## src/dlc_pkg.sv

```systemverilog
// Overview of operation
// - Select code 0000 gives ground, 0001 carrier pin 1, 0010 carrier pin 2, 0011 reference clock.
// - Select code 0100 gives compare/PWM channel 1 output and 0101 gives channel 2 output.
// - A set output disable bit stops the low carrier from driving its output pin.
// - A set invert bit inverts the selected low carrier before use.
// - A set sync bit makes the switch to the high carrier wait for a low carrier falling edge.
package dlc_pkg;
	// ==========================================
	// Select field
	localparam int SEL_WIDTH = 4;
	localparam logic [3:0] SEL_GROUND = 4'h0;
	localparam logic [3:0] SEL_PIN1 = 4'h1;
	localparam logic [3:0] SEL_PIN2 = 4'h2;
	localparam logic [3:0] SEL_REFCLK = 4'h3;
	localparam logic [3:0] SEL_PWM1 = 4'h4;
	localparam logic [3:0] SEL_PWM2 = 4'h5;
	// ==========================================
	// Reset values
	localparam logic [3:0] SEL_RESET = 4'h0;
	localparam logic CTRL_RESET = 1'b0;
	// Pin synchroniser depth
	localparam int SYNC_STAGES = 3;
endpackage

```

## src/dlc_low_carrier.sv

```systemverilog
`timescale 1ns/1ps
module dlc_low_carrier (
	input wire logic mclk,
	input wire logic reset_n,
	input wire logic [3:0] low_carrier_select,
	input wire logic low_carrier_output_disable,
	input wire logic low_carrier_invert,
	input wire logic low_carrier_sync_enable,
	input wire logic carrier_input_pin_1,
	input wire logic carrier_input_pin_2,
	input wire logic reference_clock_out,
	input wire logic pwmOut1,
	input wire logic pwmOut2,
	input wire logic modSource,
	output logic lowCarrier,
	output logic lowCarrierPinOut,
	output logic lowCarrierPinOe,
	output logic highAllowed
);
	// ==========================================
	// Reset release
	logic [1:0] rstSync_reg;
	logic rstN;
	always_ff @(posedge mclk or negedge reset_n) begin
		if (!reset_n) begin
			rstSync_reg <= 2'h0;
		end else begin
			rstSync_reg <= {rstSync_reg[0], 1'b1};
		end
	end
	assign rstN = rstSync_reg[1];

	// ==========================================
	// Pin synchronisers
	logic pin1Sync;
	logic pin2Sync;
	dlc_pin_sync uPin1 (
		.mclk(mclk),
		.rstN(rstN),
		.pinIn(carrier_input_pin_1),
		.pinOut(pin1Sync)
	);
	dlc_pin_sync uPin2 (
		.mclk(mclk),
		.rstN(rstN),
		.pinIn(carrier_input_pin_2),
		.pinOut(pin2Sync)
	);

	// ==========================================
	// Source select
	logic selected;
	always_comb begin
		case (low_carrier_select)
			dlc_pkg::SEL_GROUND: selected = 1'b0;
			dlc_pkg::SEL_PIN1: selected = pin1Sync;
			dlc_pkg::SEL_PIN2: selected = pin2Sync;
			dlc_pkg::SEL_REFCLK: selected = reference_clock_out;
			dlc_pkg::SEL_PWM1: selected = pwmOut1;
			dlc_pkg::SEL_PWM2: selected = pwmOut2;
			// Reserved codes behave as ground
			default: selected = 1'b0;
		endcase
	end

	logic carrierNext;
	assign carrierNext = selected ^ low_carrier_invert;

	logic carrier_reg;
	always_ff @(posedge mclk or negedge rstN) begin
		if (!rstN) begin
			carrier_reg <= dlc_pkg::CTRL_RESET;
			lowCarrier <= dlc_pkg::CTRL_RESET;
		end else begin
			carrier_reg <= carrierNext;
			lowCarrier <= carrierNext;
		end
	end

	// ==========================================
	// Pin drive
	always_ff @(posedge mclk or negedge rstN) begin
		if (!rstN) begin
			lowCarrierPinOut <= 1'b0;
			lowCarrierPinOe <= 1'b0;
		end else begin
			lowCarrierPinOut <= carrierNext;
			lowCarrierPinOe <= ~low_carrier_output_disable;
		end
	end

	// ==========================================
	// Switch to high carrier; held low until permitted
	logic fallEdge;
	assign fallEdge = carrier_reg & ~carrierNext;
	always_ff @(posedge mclk or negedge rstN) begin
		if (!rstN) begin
			highAllowed <= 1'b0;
		end else if (!modSource) begin
			highAllowed <= 1'b0;
		end else if (!low_carrier_sync_enable || fallEdge) begin
			highAllowed <= 1'b1;
		end
	end
endmodule // dlc_low_carrier

```

## src/dlc_pin_sync.sv

```systemverilog
`timescale 1ns/1ps
module dlc_pin_sync (
	input wire logic mclk,
	input wire logic rstN,
	input wire logic pinIn,
	output logic pinOut
);
	logic [dlc_pkg::SYNC_STAGES-1:0] stage_reg;
	// Change taken once stages two and three agree
	always_ff @(posedge mclk or negedge rstN) begin
		if (!rstN) begin
			stage_reg <= '0;
			pinOut <= 1'b0;
		end else begin
			stage_reg <= {stage_reg[1:0], pinIn};
			if (stage_reg[1] == stage_reg[2]) begin
				pinOut <= stage_reg[2];
			end
		end
	end
endmodule // dlc_pin_sync

```

## config.mk

```make
export PLATFORM = sky130hd
export DESIGN_NAME = dlc_low_carrier
export DESIGN_NICKNAME = d
export VERILOG_FILES = /design/src/dlc_pkg.sv /design/src/dlc_low_carrier.sv /design/src/dlc_pin_sync.sv
export SDC_FILE = /design/constraint.sdc
export NUM_CORES = 1
export LEC_CHECK = 0
export ABC_AREA = 1
export BUFFER_PORTS_ARGS = -buffer_cell sky130_fd_sc_hd__buf_2
export CAP_MARGIN = 20
export CORE_AREA = 3 3 40 42
export DETAILED_ROUTE_END_ITERATION = 8
export DIE_AREA = 0 0 43 45
export GPL_ROUTABILITY_DRIVEN = 1
export MAX_ROUTING_LAYER = met4
export PLACE_DENSITY = 0.61
export SLEW_MARGIN = 20
export SYNTH_ARGS = -nofsm -noshare
export SYNTH_HDL_FRONTEND = slang
export SYNTH_HIERARCHICAL = 1
export SYNTH_SLANG_ARGS = --single-unit
export TNS_END_PERCENT = 100
```

## constraint.sdc

```tcl
create_clock -name mclk -period 1.07 [get_ports mclk]
set_input_delay 0.2675 -clock mclk [delete_from_list [all_inputs] [get_ports mclk]]
set_output_delay 0.2675 -clock mclk [all_outputs]
set_load 0.03 [all_outputs]
```

Word level (Yosys, flattened, before mapping)
Index checks and enable logic that the tools add are counted.
Widths: inputs -> output; s select.
{"block": "word_totals", "output_inout_bits": 4, "wordCells": 25, "reg_bits": 13, "input_bits": 15}
{"block": "classes", "mux": 3, "n_eq_ne": 8, "reduce_logical": 2, "n_bitwise": 4}
{"cell": "$eq 4x2->1 const B", "count": 2}
{"cell": "$eq 4x3->1 const B", "count": 2}
{"cell": "$pmux 1 s5", "count": 1}
{"cell": "$eq 4x1->1 const B", "count": 1}
{"cell": "$eq 1x1->1", "count": 2}
{"cell": "$mux 1", "count": 2}
{"cell": "$ne 2x1->1 const B", "count": 1}
{"cell": "$not 1->1", "count": 2}
{"cell": "$and 1x1->1", "count": 1}
{"cell": "$logic_not 1->1", "count": 1}
{"cell": "$logic_or 1x1->1", "count": 1}
{"cell": "$xor 1x1->1", "count": 1}

Depth between registers and ports, before layout
{"block": "depth", "ltp_word": 8, "depth_mapped": 9, "ltp_nobuf": 9}

Cells and area by module
Netlist, hierarchy kept.
{"mod": "dlc_low_carrier", "area_per_inst_um2": 271.5, "cells_per_inst": 36, "n_inst": 1, "seq_area_each_um2": 125.1}
{"mod": "dlc_pin_sync", "area_per_inst_um2": 116.4, "cells_per_inst": 8, "n_inst": 2, "seq_area_each_um2": 100.1}

Worst setup path after synthesis
No wires, ideal clock.
{"block": "synth_timing", "path_kind": "reg-to-output", "from": "reg lowCarrierPinOut", "to": "out lowCarrierPinOut", "required_ns": 0.802, "setup_slack_ns": 0.066, "t_arrival_ns": 0.737, "path_buffers": 1, "stages_incl_launch_ff": 2, "path_cell_list": "dfrtp_1 buf_4"}
{"element": "start: declaration", "line": "dlc_low_carrier.sv:16", "source": "output logic lowCarrierPinOut,"}
{"element": "start signal: assignment", "line": "dlc_low_carrier.sv:87", "source": "lowCarrierPinOut <= carrierNext;"}
No word-level cell between the ends.

==> impl_metrics.toml <==
[yosys]
syn_area_um2 = 504
synth_cells = 52
ys_seq_elements = 13
yosysWarnings = 6
yosysSeqAreaShare_pct = 64.5
synth.distinct_cells = 12
syn_area_per_cell_um2 = 9.70
syn_nets = 67

[floorplan]
die_w_um = 43
pin_count = 19
core_area_um2 = 1280
die_area_um2 = 1940
chipHeight_um = 45
rows = 13
start_util_pct = 39.2

[place]
dpl.hpwl_um = 597
dp.cells = 84
dpl_worst_slack_ns = -0.105
numPortBuffers = 18
gp_congestion = 0.741
placed_area_um2 = 606

[global_route]
grt_start_max_net_pins = 12
globalRouteTotalUtil_pct = 10.7
grt_antenna_before_repair = 0
grt_pass1_vias = 364
grt.overflow.total = 0
grt_pass1_wl_mm = 1.46

[final_layout]
fin_util_pct = 53.7
layout-drive-gt1-share_pct = 37.7
fillers = 123
final_area_um2 = 689
layout.cells.non_filler = 92
syn_to_final_growth_pct = 36.7
diodes = 0
layout.nets = 93

[timing]
final.setup.tns_ns = -0.0754
setup_viol = 3
setup_ws_ns = -0.0346
max_clock_freq_mhz = 905
rsz0062_at_grt = "yes"
finalClockSkew_ns = 0.000284
period_minus_slack_ns = 1.10
holdWs_ns = 0.102
finalHoldViolCount = 0
drv_slew = 0
min_period_over_period_pct = 103

[worst_setup_path]
cp_top_family = "flip-flops"
crit_arrival_ns = 0.84
cp-startpoint = "lowCarrierPinOut"
cp.required_ns = 0.80
end_kind = "primary output"
path_max_fanout = 3
cp_slowest_cell = "dfrtp_1"
cp_num_buf_inv = 1
cp_cell_sequence = "buf_6"
startpoint_type = "flip-flop"
crit_type = "flip-flop to primary output"
slowest_delay_ns = 0.42
r2r-start = "uPin2/pinOut"

[pwr]
power.density_nw_per_um2 = 1430
p_leak_nw = 0.389
finalPower_uw = 985
ir_drop_mv = 0.776

[drt]
vias = 397
route.antenna.remaining_nets = 0
drt-total-wl_um = 835
dr.first_iter.drc_count = 0
drt_first_pass_iters = 1
wl_per_cell_um = 9.08
vias_per_cell = 4.32
drc = 0

[cts]
clock_sinks = 13
cts_buffers = 3
clockBufferDepth = 2
cts_tree = "done"
clk_pin_slew_worst_paths_ns = 0.07
clockRootBuffer = "clkbuf_4"
h-tree-depth = 1
insertion_delay_ns = 0.27

[outcome]
violations = "negative setup slack"
status = "finished, violations left"

[hold_path]
holdCritStartpoint = "carrier_input_pin_2"
hold_path_class = "primary input to flip-flop"

[job]
cap_violations = 0
-- cell families (layout without fill, tap and decap cells) --
kind of cell / count (synthesis) / in the layout / share of synthesized area [%]
flops: 13 / 13 / 64.5
compound gates: 3 / 3 / 3.72
simple gates: 24 / 24 / 22.1
other cells: 1 / 1 / 0.744
buf+inv: 11 / 36 / 8.93
-- worst register-to-register path, stage by stage, from the launching register on --
cell and delay [ns]:
dfrtp_1 0.38, nand3_1 0.08, nand2_1 0.07, nor2_2 0.09, nand2_1 0.07, nand2_2 0.07, nand3_2 0.06, a21oi_2 0.11
-- cells in the mapped netlist --
cell,instances,area [um2]
nand3_1,6,30.0
inv_1,10,37.5
nand3_2,1,10.0
a21oi_2,1,8.76
nor2_1,7,26.3
nand2_1,7,26.3
dfrtp_1,13,325
buf_4,1,7.51
conb_1,1,3.75
a21oi_1,2,10.0
nand2_2,1,6.26
nor2_2,2,12.5
-- what timing repair did --
action,4_1_cts,5_1_grt
hold buffers,1,0
pin swaps,0,1
buffers inserted,1,2
hold endpoints to repair,2,0
setup endpoints to repair,4,5
gates resized for setup,8,0
-- worst paths after layout --
path	slack (ns)	cells after the start	endpoint
setup reg to reg	0.08	7	highAllowed
hold / removal	0.10	1	uPin2/stage_reg[0]
hold reg to reg	0.18	0	uPin2/pinOut
setup / recovery	-0.03	1	lowCarrier
max in group asynchronous	0.60	0	lowCarrierPinOut
min in group asynchronous	0.18	0	uPin2/pinOut
-- power by group --
group          internal (mW)  total, mW  switching, mW
registers              0.523      0.548         0.0256
logic                 0.0755      0.150         0.0742
clock network          0.144      0.287          0.143
total                  0.742      0.985          0.243
-- area by class of cell --
cell class | instances | area, um2 | area share [%]
multi-input cells | 28 | 134 | 19.4
well taps | 15 | 18.8 | 2.72
inverters | 10 | 37.5 | 5.44
clock buffers | 4 | 26.3 | 3.81
flip-flops and latches | 13 | 325 | 47.2
repair buffers | 22 | 148 | 21.4
-- per-layer routing --
metal | part of all wire [%] | vias to the layer above | track usage (%)
met3 | 7.5 | 2 | 2.39
met1 | 45 | 175 | 13.8
met2 | 46 | 15 | 15.0
li1 | - | 205 | -
met4 | 1.8 | 0 | 7.23
met5 | 0 | - | -
-- layout by cell type, fill, tap and decap left out --
cell type	count
clkbuf_1	1
inv_1	10
nor2_2	2
nand2_2	1
a21oi_2	1
clkbuf_4	3
conb_1	1
dlygate4sd3_1	1
buf_4	3
nand3_2	1
a21oi_1	2
dfrtp_1	13
nand2_1	7
nor2_1	7
buf_2	14
buf_6	4
nand3_1	6
No activity file was read; power rests on OpenSTA's default activity.
